--- src/reset_state_pkg.sv ---
// constants, register map and reset values of the reset state initializer
// ****************************************************************
// ****************************************************************
package reset_state_pkg;

  localparam int NREG = 51;
  localparam int IDX_W = 6;

  // ****************************************************************
  // register indices, byte address is four times the index
  // ****************************************************************
  localparam logic [5:0] IDX_MEMSZ = 6'h00;
  localparam logic [5:0] IDX_WATCHDOG_ENABLE_REG = 6'h01;
  localparam logic [5:0] IDX_RESET_CAUSE_FLAGS = 6'h02;
  localparam logic [5:0] IDX_UNDERVOLT_DETECT_CTRL = 6'h03;
  localparam logic [5:0] IDX_UNDERVOLT_LEVEL_SELECT = 6'h04;
  localparam logic [5:0] IDX_RAM_RETENTION_DETECT_CTRL = 6'h05;
  localparam logic [5:0] IDX_RSTMODE = 6'h06;
  localparam logic [5:0] IDX_WT_CNT = 6'h07;
  localparam logic [5:0] IDX_WT_CCB = 6'h09;
  localparam logic [5:0] IDX_WT_OUT = 6'h0D;
  localparam logic [5:0] IDX_EC_FIRST = 6'h0E;
  localparam logic [5:0] IDX_EC_LAST = 6'h15;
  localparam logic [5:0] IDX_IT_FIRST = 6'h16;
  localparam logic [5:0] IDX_IT_LAST = 6'h1C;
  localparam logic [5:0] IDX_SER_RXB = 6'h1D;
  localparam logic [5:0] IDX_SER_TXB = 6'h1E;
  localparam logic [5:0] IDX_SER_MODE = 6'h1F;
  localparam logic [5:0] IDX_SER_ERR = 6'h20;
  localparam logic [5:0] IDX_SER_TXST = 6'h21;
  localparam logic [5:0] IDX_SER_CKSEL = 6'h22;
  localparam logic [5:0] IDX_SER_BAUD = 6'h23;
  localparam logic [5:0] IDX_SER_CTRL = 6'h24;
  localparam logic [5:0] IDX_ISC = 6'h25;
  localparam logic [5:0] IDX_IRQ_REQ = 6'h26;
  localparam logic [5:0] IDX_IRQ_MASK = 6'h27;
  localparam logic [5:0] IDX_IRQ_PRIO = 6'h28;
  localparam logic [5:0] IDX_EDGE_RISE = 6'h29;
  localparam logic [5:0] IDX_EDGE_FALL = 6'h2A;
  localparam logic [5:0] IDX_PORT0 = 6'h2B;
  localparam logic [5:0] IDX_PORT4 = 6'h2F;
  localparam logic [5:0] IDX_KEY_LO = 6'h30;
  localparam logic [5:0] IDX_KEY_HI = 6'h31;
  localparam logic [5:0] IDX_CLK_CTRL = 6'h32;

  // ****************************************************************
  // field positions
  // ****************************************************************
  localparam int RESET_CAUSE_FLAGS_LVI_BIT = 0;
  localparam int RESET_CAUSE_FLAGS_WDT_BIT = 4;
  localparam int CLKC_XTAL_BIT = 0;
  localparam int CLKC_EXT_BIT = 1;

  // ****************************************************************
  // reset values
  // ****************************************************************
  localparam logic [15:0] RV_ZERO = 16'h0000;
  localparam logic [15:0] RV_ONES = 16'h00FF;
  localparam logic [15:0] RV_MEMSZ = 16'h00CF;
  localparam logic [15:0] RV_WATCHDOG_ENABLE_REG_OPT0 = 16'h001A;
  localparam logic [15:0] RV_WATCHDOG_ENABLE_REG_OPT1 = 16'h009A;
  localparam logic [15:0] RV_SER_MODE = 16'h0001;
  localparam logic [15:0] RV_SER_CTRL = 16'h0016;
  localparam logic [15:0] MASK_BYTE = 16'h00FF;
  localparam logic [15:0] MASK_WORD = 16'hFFFF;
  localparam logic [15:0] VEC_ADDR_LO = 16'h0000;
  localparam logic [15:0] VEC_ADDR_HI = 16'h0001;
  localparam logic [1:0] RESP_OKAY = 2'h0;
  localparam logic [1:0] RESP_SLVERR = 2'h2;

  typedef enum logic [1:0] {SEQ_RESET, SEQ_VEC_LO, SEQ_VEC_HI, SEQ_RUN} seq_e;

  typedef struct packed {
    logic pin_n;
    logic power_on_clear;
    logic wdt;
    logic undervoltage_detector;
  } rst_src_s;

  typedef struct packed {
    logic cpu_en;
    logic cpu_fast;
    logic fast_en;
    logic xtal_en;
    logic slow_en;
    logic xtal_port;
    logic extclk_port;
  } clk_ctl_s;

  function automatic logic [15:0] rst_val(input logic [5:0] idx, input logic wdt_opt);
    logic [15:0] v;
    v = RV_ZERO;
    case (idx)
      IDX_MEMSZ: v = RV_MEMSZ;
      IDX_WATCHDOG_ENABLE_REG: v = wdt_opt ? RV_WATCHDOG_ENABLE_REG_OPT1 : RV_WATCHDOG_ENABLE_REG_OPT0;
      IDX_SER_RXB, IDX_SER_TXB, IDX_SER_BAUD: v = RV_ONES;
      IDX_SER_MODE: v = RV_SER_MODE;
      IDX_SER_CTRL: v = RV_SER_CTRL;
      IDX_IRQ_MASK, IDX_IRQ_PRIO: v = RV_ONES;
      default: v = RV_ZERO;
    endcase
    return v;
  endfunction : rst_val

  function automatic logic [15:0] reg_mask(input logic [5:0] idx);
    return (idx >= IDX_WT_CNT && idx <= IDX_WT_CCB) ? MASK_WORD : MASK_BYTE;
  endfunction : reg_mask

endpackage : reset_state_pkg

--- src/reset_state_initializer.sv ---
// reset state initializer: merged reset, clock gating, vector load, register file
`timescale 1ns/1ps
module reset_state_initializer
  import reset_state_pkg::*;
#(
  parameter int ADDR_W = 8
) (
  input wire logic CLK,
  input wire logic NRST,
  input wire rst_src_s RST_SRC,
  input wire logic WDT_OPTION,
  input wire logic STANDBY,
  output clk_ctl_s CLK_CTL,
  output logic SYS_RESET,
  output logic RAM_PRESERVE,
  output logic [15:0] MEM_ADDR,
  output logic MEM_RD,
  input wire logic [7:0] MEM_RDATA,
  output logic [15:0] PC,
  output logic PC_LOAD,
  output logic [39:0] PORT_OUT,
  input wire logic [ADDR_W-1:0] S_AXI_AWADDR,
  input wire logic S_AXI_AWVALID,
  output logic S_AXI_AWREADY,
  input wire logic [31:0] S_AXI_WDATA,
  input wire logic [3:0] S_AXI_WSTRB,
  input wire logic S_AXI_WVALID,
  output logic S_AXI_WREADY,
  output logic [1:0] S_AXI_BRESP,
  output logic S_AXI_BVALID,
  input wire logic S_AXI_BREADY,
  input wire logic [ADDR_W-1:0] S_AXI_ARADDR,
  input wire logic S_AXI_ARVALID,
  output logic S_AXI_ARREADY,
  output logic [31:0] S_AXI_RDATA,
  output logic [1:0] S_AXI_RRESP,
  output logic S_AXI_RVALID,
  input wire logic S_AXI_RREADY
);

  // ****************************************************************
  // merged reset
  // ****************************************************************
  logic rst_any;
  logic rst_hard;
  logic rst_clr_cause;
  logic rst_d_r;
  logic ram_keep_r;

  assign rst_any = !NRST || !RST_SRC.pin_n || RST_SRC.power_on_clear || RST_SRC.wdt || RST_SRC.undervoltage_detector;
  // pin and power-on clear the cause flags; the block reset counts as power-on
  assign rst_clr_cause = !NRST || !RST_SRC.pin_n || RST_SRC.power_on_clear;
  assign rst_hard = rst_clr_cause || RST_SRC.wdt;
  assign SYS_RESET = rst_any;

  always_ff @(posedge CLK) begin
    if (!NRST) begin
      rst_d_r <= 1'b1;
    end else begin
      rst_d_r <= rst_any;
    end
  end

  always_ff @(posedge CLK) begin
    if (!NRST) begin
      ram_keep_r <= 1'b0;
    end else if (rst_any && !rst_d_r) begin
      ram_keep_r <= STANDBY;
    end
  end
  assign RAM_PRESERVE = ram_keep_r;

  // ****************************************************************
  // bus slave
  // ****************************************************************
  logic aw_got_r;
  logic w_got_r;
  logic [ADDR_W-1:0] aw_addr_r;
  logic [15:0] w_data_r;
  logic [1:0] w_strb_r;
  logic bvalid_r;
  logic [1:0] bresp_r;
  logic rvalid_r;
  logic [31:0] rdata_r;
  logic [1:0] rresp_r;
  logic wr_fire;
  logic wr_ok;
  logic [5:0] wr_idx;
  logic rd_fire;
  logic rd_ok;
  logic [5:0] rd_idx;
  logic rd_clr;
  logic [15:0] regs_r [NREG];

  assign S_AXI_AWREADY = !aw_got_r;
  assign S_AXI_WREADY = !w_got_r;
  assign S_AXI_ARREADY = !rvalid_r;
  assign S_AXI_BVALID = bvalid_r;
  assign S_AXI_BRESP = bresp_r;
  assign S_AXI_RVALID = rvalid_r;
  assign S_AXI_RDATA = rdata_r;
  assign S_AXI_RRESP = rresp_r;

  assign wr_fire = aw_got_r && w_got_r && !bvalid_r;
  assign wr_idx = aw_addr_r[7:2];
  // whole address checked so any upper bit makes the access unmapped
  assign wr_ok = (32'(aw_addr_r) >> 2) < 32'(NREG);
  assign rd_fire = S_AXI_ARVALID && !rvalid_r;
  assign rd_idx = S_AXI_ARADDR[7:2];
  assign rd_ok = (32'(S_AXI_ARADDR) >> 2) < 32'(NREG);
  assign rd_clr = rd_fire && rd_ok && (rd_idx == IDX_RESET_CAUSE_FLAGS);

  always_ff @(posedge CLK) begin
    if (!NRST) begin
      aw_got_r <= 1'b0;
      aw_addr_r <= '0;
    end else if (S_AXI_AWVALID && !aw_got_r) begin
      aw_got_r <= 1'b1;
      aw_addr_r <= S_AXI_AWADDR;
    end else if (wr_fire) begin
      aw_got_r <= 1'b0;
    end
  end

  always_ff @(posedge CLK) begin
    if (!NRST) begin
      w_got_r <= 1'b0;
      w_data_r <= '0;
      w_strb_r <= '0;
    end else if (S_AXI_WVALID && !w_got_r) begin
      w_got_r <= 1'b1;
      w_data_r <= S_AXI_WDATA[15:0];
      w_strb_r <= S_AXI_WSTRB[1:0];
    end else if (wr_fire) begin
      w_got_r <= 1'b0;
    end
  end

  always_ff @(posedge CLK) begin
    if (!NRST) begin
      bvalid_r <= 1'b0;
      bresp_r <= RESP_OKAY;
    end else if (wr_fire) begin
      bvalid_r <= 1'b1;
      bresp_r <= wr_ok ? RESP_OKAY : RESP_SLVERR;
    end else if (S_AXI_BREADY) begin
      bvalid_r <= 1'b0;
    end
  end

  always_ff @(posedge CLK) begin
    if (!NRST) begin
      rvalid_r <= 1'b0;
      rdata_r <= '0;
      rresp_r <= RESP_OKAY;
    end else if (rd_fire) begin
      rvalid_r <= 1'b1;
      rresp_r <= rd_ok ? RESP_OKAY : RESP_SLVERR;
      rdata_r <= rd_ok ? {16'h0000, regs_r[rd_idx] & reg_mask(rd_idx)} : 32'h0000_0000;
    end else if (S_AXI_RREADY) begin
      rvalid_r <= 1'b0;
    end
  end

  // ****************************************************************
  // register file
  // ****************************************************************
  // plain registers are held at reset values for as long as any reset lasts; cause, undervoltage and RAM retention registers are not,
  // so software writes during reset are dropped though still answered
  for (genvar gi = 0; gi < NREG; gi++) begin : g_reg
    localparam logic [5:0] ID = 6'(gi);
    logic wr_hit;
    logic [15:0] wr_val;
    assign wr_hit = wr_fire && wr_ok && (wr_idx == ID);
    assign wr_val = {w_strb_r[1] ? w_data_r[15:8] : regs_r[gi][15:8],
                     w_strb_r[0] ? w_data_r[7:0] : regs_r[gi][7:0]} & reg_mask(ID);
    if (ID == IDX_RESET_CAUSE_FLAGS) begin : g_cause
      always_ff @(posedge CLK) begin
        if (rst_clr_cause) begin
          regs_r[gi] <= RV_ZERO;
        end else begin
          if (rd_clr) begin
            regs_r[gi] <= RV_ZERO;
          end
          if (RST_SRC.wdt) begin
            regs_r[gi][RESET_CAUSE_FLAGS_WDT_BIT] <= 1'b1;
          end
          if (RST_SRC.undervoltage_detector) begin
            regs_r[gi][RESET_CAUSE_FLAGS_LVI_BIT] <= 1'b1;
          end
        end
      end
    end else if (ID == IDX_UNDERVOLT_DETECT_CTRL || ID == IDX_UNDERVOLT_LEVEL_SELECT) begin : g_lvi
      always_ff @(posedge CLK) begin
        if (rst_hard) begin
          regs_r[gi] <= RV_ZERO;
        end else if (!rst_any && wr_hit) begin
          regs_r[gi] <= wr_val;
        end
      end
    end else if (ID == IDX_RAM_RETENTION_DETECT_CTRL) begin : g_keep
      always_ff @(posedge CLK) begin
        if (!rst_any && wr_hit) begin
          regs_r[gi] <= wr_val;
        end
      end
    end else begin : g_plain
      always_ff @(posedge CLK) begin
        if (rst_any) begin
          regs_r[gi] <= rst_val(ID, WDT_OPTION);
        end else if (wr_hit) begin
          regs_r[gi] <= wr_val;
        end
      end
    end
  end

  for (genvar gp = 0; gp < 5; gp++) begin : g_port
    assign PORT_OUT[gp*8 +: 8] = regs_r[32'(IDX_PORT0) + gp][7:0];
  end

  // ****************************************************************
  // start-up sequence
  // ****************************************************************
  seq_e seq_r;
  logic [7:0] vec_lo_r;
  logic [15:0] pc_r;
  logic pc_load_r;

  always_ff @(posedge CLK) begin
    if (rst_any) begin
      seq_r <= SEQ_RESET;
    end else begin
      case (seq_r)
        SEQ_RESET: seq_r <= SEQ_VEC_LO;
        SEQ_VEC_LO: seq_r <= SEQ_VEC_HI;
        SEQ_VEC_HI: seq_r <= SEQ_RUN;
        SEQ_RUN: seq_r <= SEQ_RUN;
        default: seq_r <= SEQ_RESET;
      endcase
    end
  end

  // memory answers one cycle after the read address
  assign MEM_RD = !rst_any && (seq_r == SEQ_RESET || seq_r == SEQ_VEC_LO);
  assign MEM_ADDR = (seq_r == SEQ_RESET) ? VEC_ADDR_LO : VEC_ADDR_HI;

  always_ff @(posedge CLK) begin
    if (!NRST) begin
      vec_lo_r <= '0;
      pc_r <= '0;
      pc_load_r <= 1'b0;
    end else begin
      pc_load_r <= !rst_any && seq_r == SEQ_VEC_HI;
      if (!rst_any && seq_r == SEQ_VEC_LO) begin
        vec_lo_r <= MEM_RDATA;
      end
      if (!rst_any && seq_r == SEQ_VEC_HI) begin
        pc_r <= {MEM_RDATA, vec_lo_r};
      end
    end
  end
  assign PC = pc_r;
  assign PC_LOAD = pc_load_r;

  // ****************************************************************
  // clocks and pin modes
  // ****************************************************************
  logic [15:0] clkc;
  assign clkc = regs_r[IDX_CLK_CTRL];

  assign CLK_CTL.cpu_en = !rst_any && seq_r == SEQ_RUN;
  assign CLK_CTL.cpu_fast = 1'b1;
  assign CLK_CTL.fast_en = !rst_any;
  assign CLK_CTL.slow_en = !rst_any;
  assign CLK_CTL.xtal_en = !rst_any && clkc[CLKC_XTAL_BIT];
  assign CLK_CTL.xtal_port = rst_any || !clkc[CLKC_XTAL_BIT];
  assign CLK_CTL.extclk_port = rst_any || !clkc[CLKC_EXT_BIT];
endmodule : reset_state_initializer

--- config.mk ---
export PLATFORM = sky130hd
export DESIGN_NAME = reset_state_initializer
export DESIGN_NICKNAME = d
export VERILOG_FILES = /design/src/reset_state_pkg.sv /design/src/reset_state_initializer.sv
export SDC_FILE = /design/constraint.sdc
export NUM_CORES = 1
export LEC_CHECK = 0
export ABC_AREA = 1
export ABC_CLOCK_PERIOD_IN_PS = 4440
export BUFFER_PORTS_ARGS = -buffer_cell sky130_fd_sc_hd__buf_2
export CAP_MARGIN = 20
export CORE_UTILIZATION = 50
export CTS_CLUSTER_SIZE = 16
export DETAILED_ROUTE_END_ITERATION = 10
export PLACE_DENSITY = 0.69
export SETUP_SLACK_MARGIN = 0.5
export SYNTH_ARGS = -nofsm -noshare
export SYNTH_HDL_FRONTEND = slang
export SYNTH_SLANG_ARGS = --single-unit
--- constraint.sdc ---
create_clock -name CLK -period 4.44 [get_ports CLK]
set_clock_uncertainty 0.05 [all_clocks]
set_input_delay 1.332 -clock CLK [delete_from_list [all_inputs] [get_ports CLK]]
set_output_delay 1.332 -clock CLK [all_outputs]
set_load 0.02 [all_outputs]
### After elaboration in Yosys (flattened, before gate mapping)

Memory sizes are Yosys's and may differ from the RTL's.
Index checks and enable logic that the tools add are counted.
W data, S select, Z words.

| storage, ports and cells | value |
|---|---|
| bits in registers | 95 |
| bits in latches | 0 |
| bits in writable memories | 816 |
| memory bits (read-only) | 0 |
| input bits | 73 |
| output and inout port bits | 124 |
| memories kept | 1 |

Memories:

| name | depth | bits a word | read ports | clocked after Yosys merged registers in | write ports | line | text |
|---|---|---|---|---|---|---|---|
| regs_r | 51 | 16 | 7 | 0 | 50 | reset_state_initializer.sv:93 | `logic [15:0] regs_r [NREG];` |

| cells by class | value |
|---|---|
| $add $sub $neg | 0 |
| multiply operators | 0 |
| div/mod/pow operators | 0 |
| $lt $le $gt $ge | 4 |
| equality and inequality tests | 101 |
| shift-type cells | 0 |
| multiplexer cells | 336 |
| bitwise gates (word level) | 97 |
| reduce and logical (&&, ||, !) cells | 141 |

Operators by type and width:

| operator | count |
|---|---|
| $mux W8 | 142 |
| $mux W16 | 15 |
| $mux W1 | 174 |
| $eq A6 B6 Y1 const B | 19 |
| $eq A6 B5 Y1 const B | 16 |
| $or A1 B1 Y1 | 96 |
| $reduce_and A2 Y1 | 48 |
| $logic_and A1 B1 Y1 | 68 |
| $eq A6 B4 Y1 const B | 8 |
| $ne A1 B1 Y1 const B | 48 |
| $eq A6 B3 Y1 const B | 4 |
| $and A16 B16 Y16 | 1 |
| $reduce_or A16 Y1 | 1 |
| $eq A6 B2 Y1 const B | 2 |
| $lt A6 B6 Y1 const B | 2 |
| $logic_not A1 Y1 | 10 |
| $reduce_bool A2 Y1 | 4 |
| $logic_or A1 B1 Y1 | 7 |
| $eq A6 B1 Y1 const B | 1 |
| $ge A6 B3 Y1 const B | 1 |
| $le A6 B4 Y1 const B | 1 |
| $logic_not A6 Y1 | 1 |
| $mux W2 | 3 |
| $mux W6 | 1 |
| other kinds (5) | 6 |

### Longest topological paths before layout

| depth | value |
|---|---|
| word-level depth | 12 |
| depth in mapped cells | 15 |

### Worst setup path before layout

OpenSTA, ideal clock, no wires.

| path | value |
|---|---|
| kind | input-to-output |
| from | input port NRST |
| to | output port CLK_CTL[0] (netlist name) |
| data arrival time | 2.737 ns |
| data required time | 3.058 ns |
| slack | 0.321 ns |
| stages | 9 |
| buffers on the path | 2 |
| path through | buf_4 nand2_2 nor2_2 inv_2 nor2_4 nand2_4 inv_4 clkbuf_1 nand2_1 |

RTL lines:

| item | line | text |
|---|---|---|
| start, declared | reset_state_initializer.sv:9 | `input wire logic NRST,` |
| end, declared | reset_state_initializer.sv:13 | `output clk_ctl_s CLK_CTL,` |

==> impl_metrics.py <==
metrics = {
    "status": {
        "status": "finished, final reports clean",
    },
    "power": {
        "vdd_ir_drop_max_mv": 0.3046,
        "power.density_mw_per_mm2": 401.3,
        "leakagePower_nw": 10.95,
    },
    "timing": {
        "min_period_over_period_pct": 87.16,
        "hold_violations": 0,
        "fin_hold_ws_ps": 400.9,
        "slew_headroom_pct": 43.42,
        "report.final.slew_viol_count": 0,
        "fin_crit_ps": 3870,
        "tightestPinTransition_ps": 848.8,
        "timing.final.ws_setup_ps": 570.1,
        "fmax_ghz": 0.2584,
        "final.setup.tns_ps": 0,
        "rsz0062_at_grt": "no",
        "final-setup-viol-count": 0,
    },
    "clocking": {
        "hold_buffers": 0,
        "cts_tree": "done",
        "cts_buffers": 50,
        "clk_pin_slew_ps": 60,
        "h-tree-depth": 2,
        "clockBufferDepth": 3,
        "cts_root_buf": "clkbuf_16",
        "clock_latency_ps": 610,
        "cts_sinks": 501,
    },
    "min_path": {
        "hold_end": "regs_r[5][7]$_DFFE_PP_",
        "hp-start": "w_data_r[7]$_SDFFE_PN0P_",
        "hp-class": "flop to flop",
        "holdPathStages": 0,
    },
    "cells_and_area": {
        "fin_cells": 3239,
        "syn2layout_area_growth_pct": 12.46,
        "fill_cells": 3888,
        "fin_nets": 2678,
        "final_core_utilization_pct": 57.18,
        "drive_gt1_share_pct": 11.98,
    },
    "synth": {
        "ys_ff_latch": 501,
        "synthCells": 2507,
        "synth.avg_cell_area_sq_um": 8.988,
        "synth_flop_cell": "edfxtp_1",
        "ys_seq_area_share_pct": 63.43,
        "synth_edf_count": 426,
        "yosysMostFrequentCell": "nand2_1",
        "synth.top_cells.by_count": "nand2_1 (1,028), nor2_1 (446), edfxtp_1 (426), nand3_1 (96), clkbuf_1 (82)",
        "synth_top_area_cell": "edfxtp_1",
        "ys_top_cells_by_area": "edfxtp_1 (57%), nand2_1 (17%), nor2_1 (7.4%), dfxtp_1 (6.7%), nand3_1 (2.1%)",
        "ys_warn_count": 0,
        "synth_cell_types": 34,
        "ys_async_sr_fraction_pct": 0,
        "synth_top_cell_area_share_pct": 56.77,
        "syn_area_sq_mm": 0.02253,
    },
    "floorplanning": {
        "io_pins": 197,
        "core_sq_mm": 0.04432,
        "initial_core_util_pct": 50.85,
        "die_w_microns": 214.3,
        "num_rows": 77,
        "die_h_microns": 214.3,
        "die-area_sq_mm": 0.04592,
    },
    "drt": {
        "routed_wl_microns": 62500,
        "dr.pass1.iters": 6,
        "drtIter0Drc": 1963,
        "via_per_inst": 5.436,
        "ant_nets": 0,
        "wire_per_inst_microns": 19.30,
        "drc_errors": 0,
        "vias": 17610,
    },
    "setup_path": {
        "required_ps": 3060,
        "path_delay_family": "simple AND/OR/NAND/NOR gates",
        "critPathMaxFanout": 14,
        "slowest_stage": "inv_6",
        "crit_path_end_kind": "output pin",
        "crit_arrival_ps": 2490,
        "r2r_slack_ps": 1500,
        "reg2reg_depth": 9,
        "criticalPathCategory": "primary input to output pin",
        "reg2reg_from": "w_got_r$_SDFFE_PN0P_",
        "cp_num_buf_inv": 5,
        "crit_path_max_incr_delay_ps": 190,
        "crit_top_cell": "buf_2",
        "r2r_end": "regs_r[46][0]$_SDFFCE_PN0P_",
        "cp-start-kind": "primary input",
        "path_cells": "buf_2 > nand2_2 > nor2_2 > inv_2 > nor2_4 > nand2_4 > inv_6 > nand2_1 > inv_1 > buf_2",
    },
    "placed_design": {
        "dp.cells": 3140,
        "port_buffers": 140,
        "dp_hpwl_microns": 41140,
        "place.gp.congestion": 0.8760,
        "pre_cts_slack_ps": 200.2,
    },
    "global_route": {
        "grt_pass1_vias": 16450,
        "antenna_found_initial": 1,
        "grt_overflow": 0,
        "grtUsageTotal_pct": 26.71,
        "grt_pass1_wl_microns": 93700,
        "grt_start_max_net_pins": 55,
    },
    "run": {
        "drv_cap": 0,
    },
}
==> per-stage QoR <==
| step | instance area (sq um) | power [mW] |
|---|---|---|
| after floorplan | 22660 | 5.666 |
| after global placement | 23630 | 5.882 |
| after detailed placement | 23630 | 5.892 |
| after CTS | 25310 | 10.17 |
| after global routing | 25340 | 10.40 |
| final | 25340 | 10.17 |
==> worst reg2reg max path: cells and delay by family, from the launching register on <==
kind / cells / cell delay, ps
flip-flops: 1 / 330
AO/OA/AOI/OAI: 1 / 590
AND/OR/NAND/NOR: 5 / 1240
buffers and inverters: 3 / 470
==> cell families (layout without fill, tap and decap cells) <==
family          count (synthesis)  in the layout  synth area share [%]
simple gates                 1611           1611                 28.02
buf+inv                       237            344                 4.803
other cells                     2             35               0.03333
compound gates                156            156                 3.715
flops                         501            501                 63.43
==> placed cells by master, fill, tap and decap left out, types with 19 or more instances in the layout <==
master and n:
a21oi_1 60, buf_2 142, buf_4 33, clkbuf_16 52, conb_1 34, dfxtp_1 75
edfxtp_1 426, inv_1 45, inv_2 19, nand2_1 1028, nand2_2 23, nand3_1 96
nor2_1 444, o21ai_0 71
==> state kept, by name, indices dropped and copies added (netlist names), 2 cells and up <==
register and count:
regs_r 426, vec_lo_r 8, seq_r 2, aw_addr_r 6, PC 16, w_data_r 16
S_AXI_RDATA 16, w_strb_r 2
==> routing by layer <==
layer  GRT usage, %  vias to the layer above  wire length (microns)
li1               -                     8247                      -
met1          35.55                     8342                  24540
met2          44.31                      872                  29970
met3          3.901                      147                   5792
met4          10.33                        0                   2201
met5              0                        -                      0
==> report_power, final <==
| part | internal, mW | switching, mW |
|---|---|---|
| clock | 2.52 | 1.84 |
| combinational | 0.130 | 0.519 |
| sequential | 5.13 | 0.0338 |
| total | 7.78 | 2.39 |
==> worst max path at each step <==
stage | from | endpoint | slack [ps] | cells after the start
after floorplan | NRST | CLK_CTL[0] | 550 | 9
after global placement | NRST | regs_r[44][0]$_SDFFCE_PN0P_ | 280 | 11
after detailed placement | NRST | regs_r[44][5]$_SDFFCE_PN0P_ | 200 | 11
after CTS | NRST | MEM_RD | 510 | 8
after global routing | NRST | CLK_CTL[3] | 510 | 10
final | NRST | CLK_CTL[3] | 570 | 10
==> final cells by class <==
type                    count  area [sq um]  area share [%]
diodes                      1         2.502        0.009875
clock buffers              67          1408           5.554
clock inverters            26         269.0           1.062
inverters                  69         266.5           1.052
multi-input cells        1801          7293           28.78
flip-flops and latches    501         14290           56.40
well taps                 592         740.7           2.923
repair buffers            182          1069           4.216
==> timing repair <==
item	in CTS	in global routing
resized for setup	0	2
endpoints found under the hold margin	0	0
buffers inserted	0	0
setup endpoints to repair	0	3
Note: power is estimated with default switching activity, not from simulation.
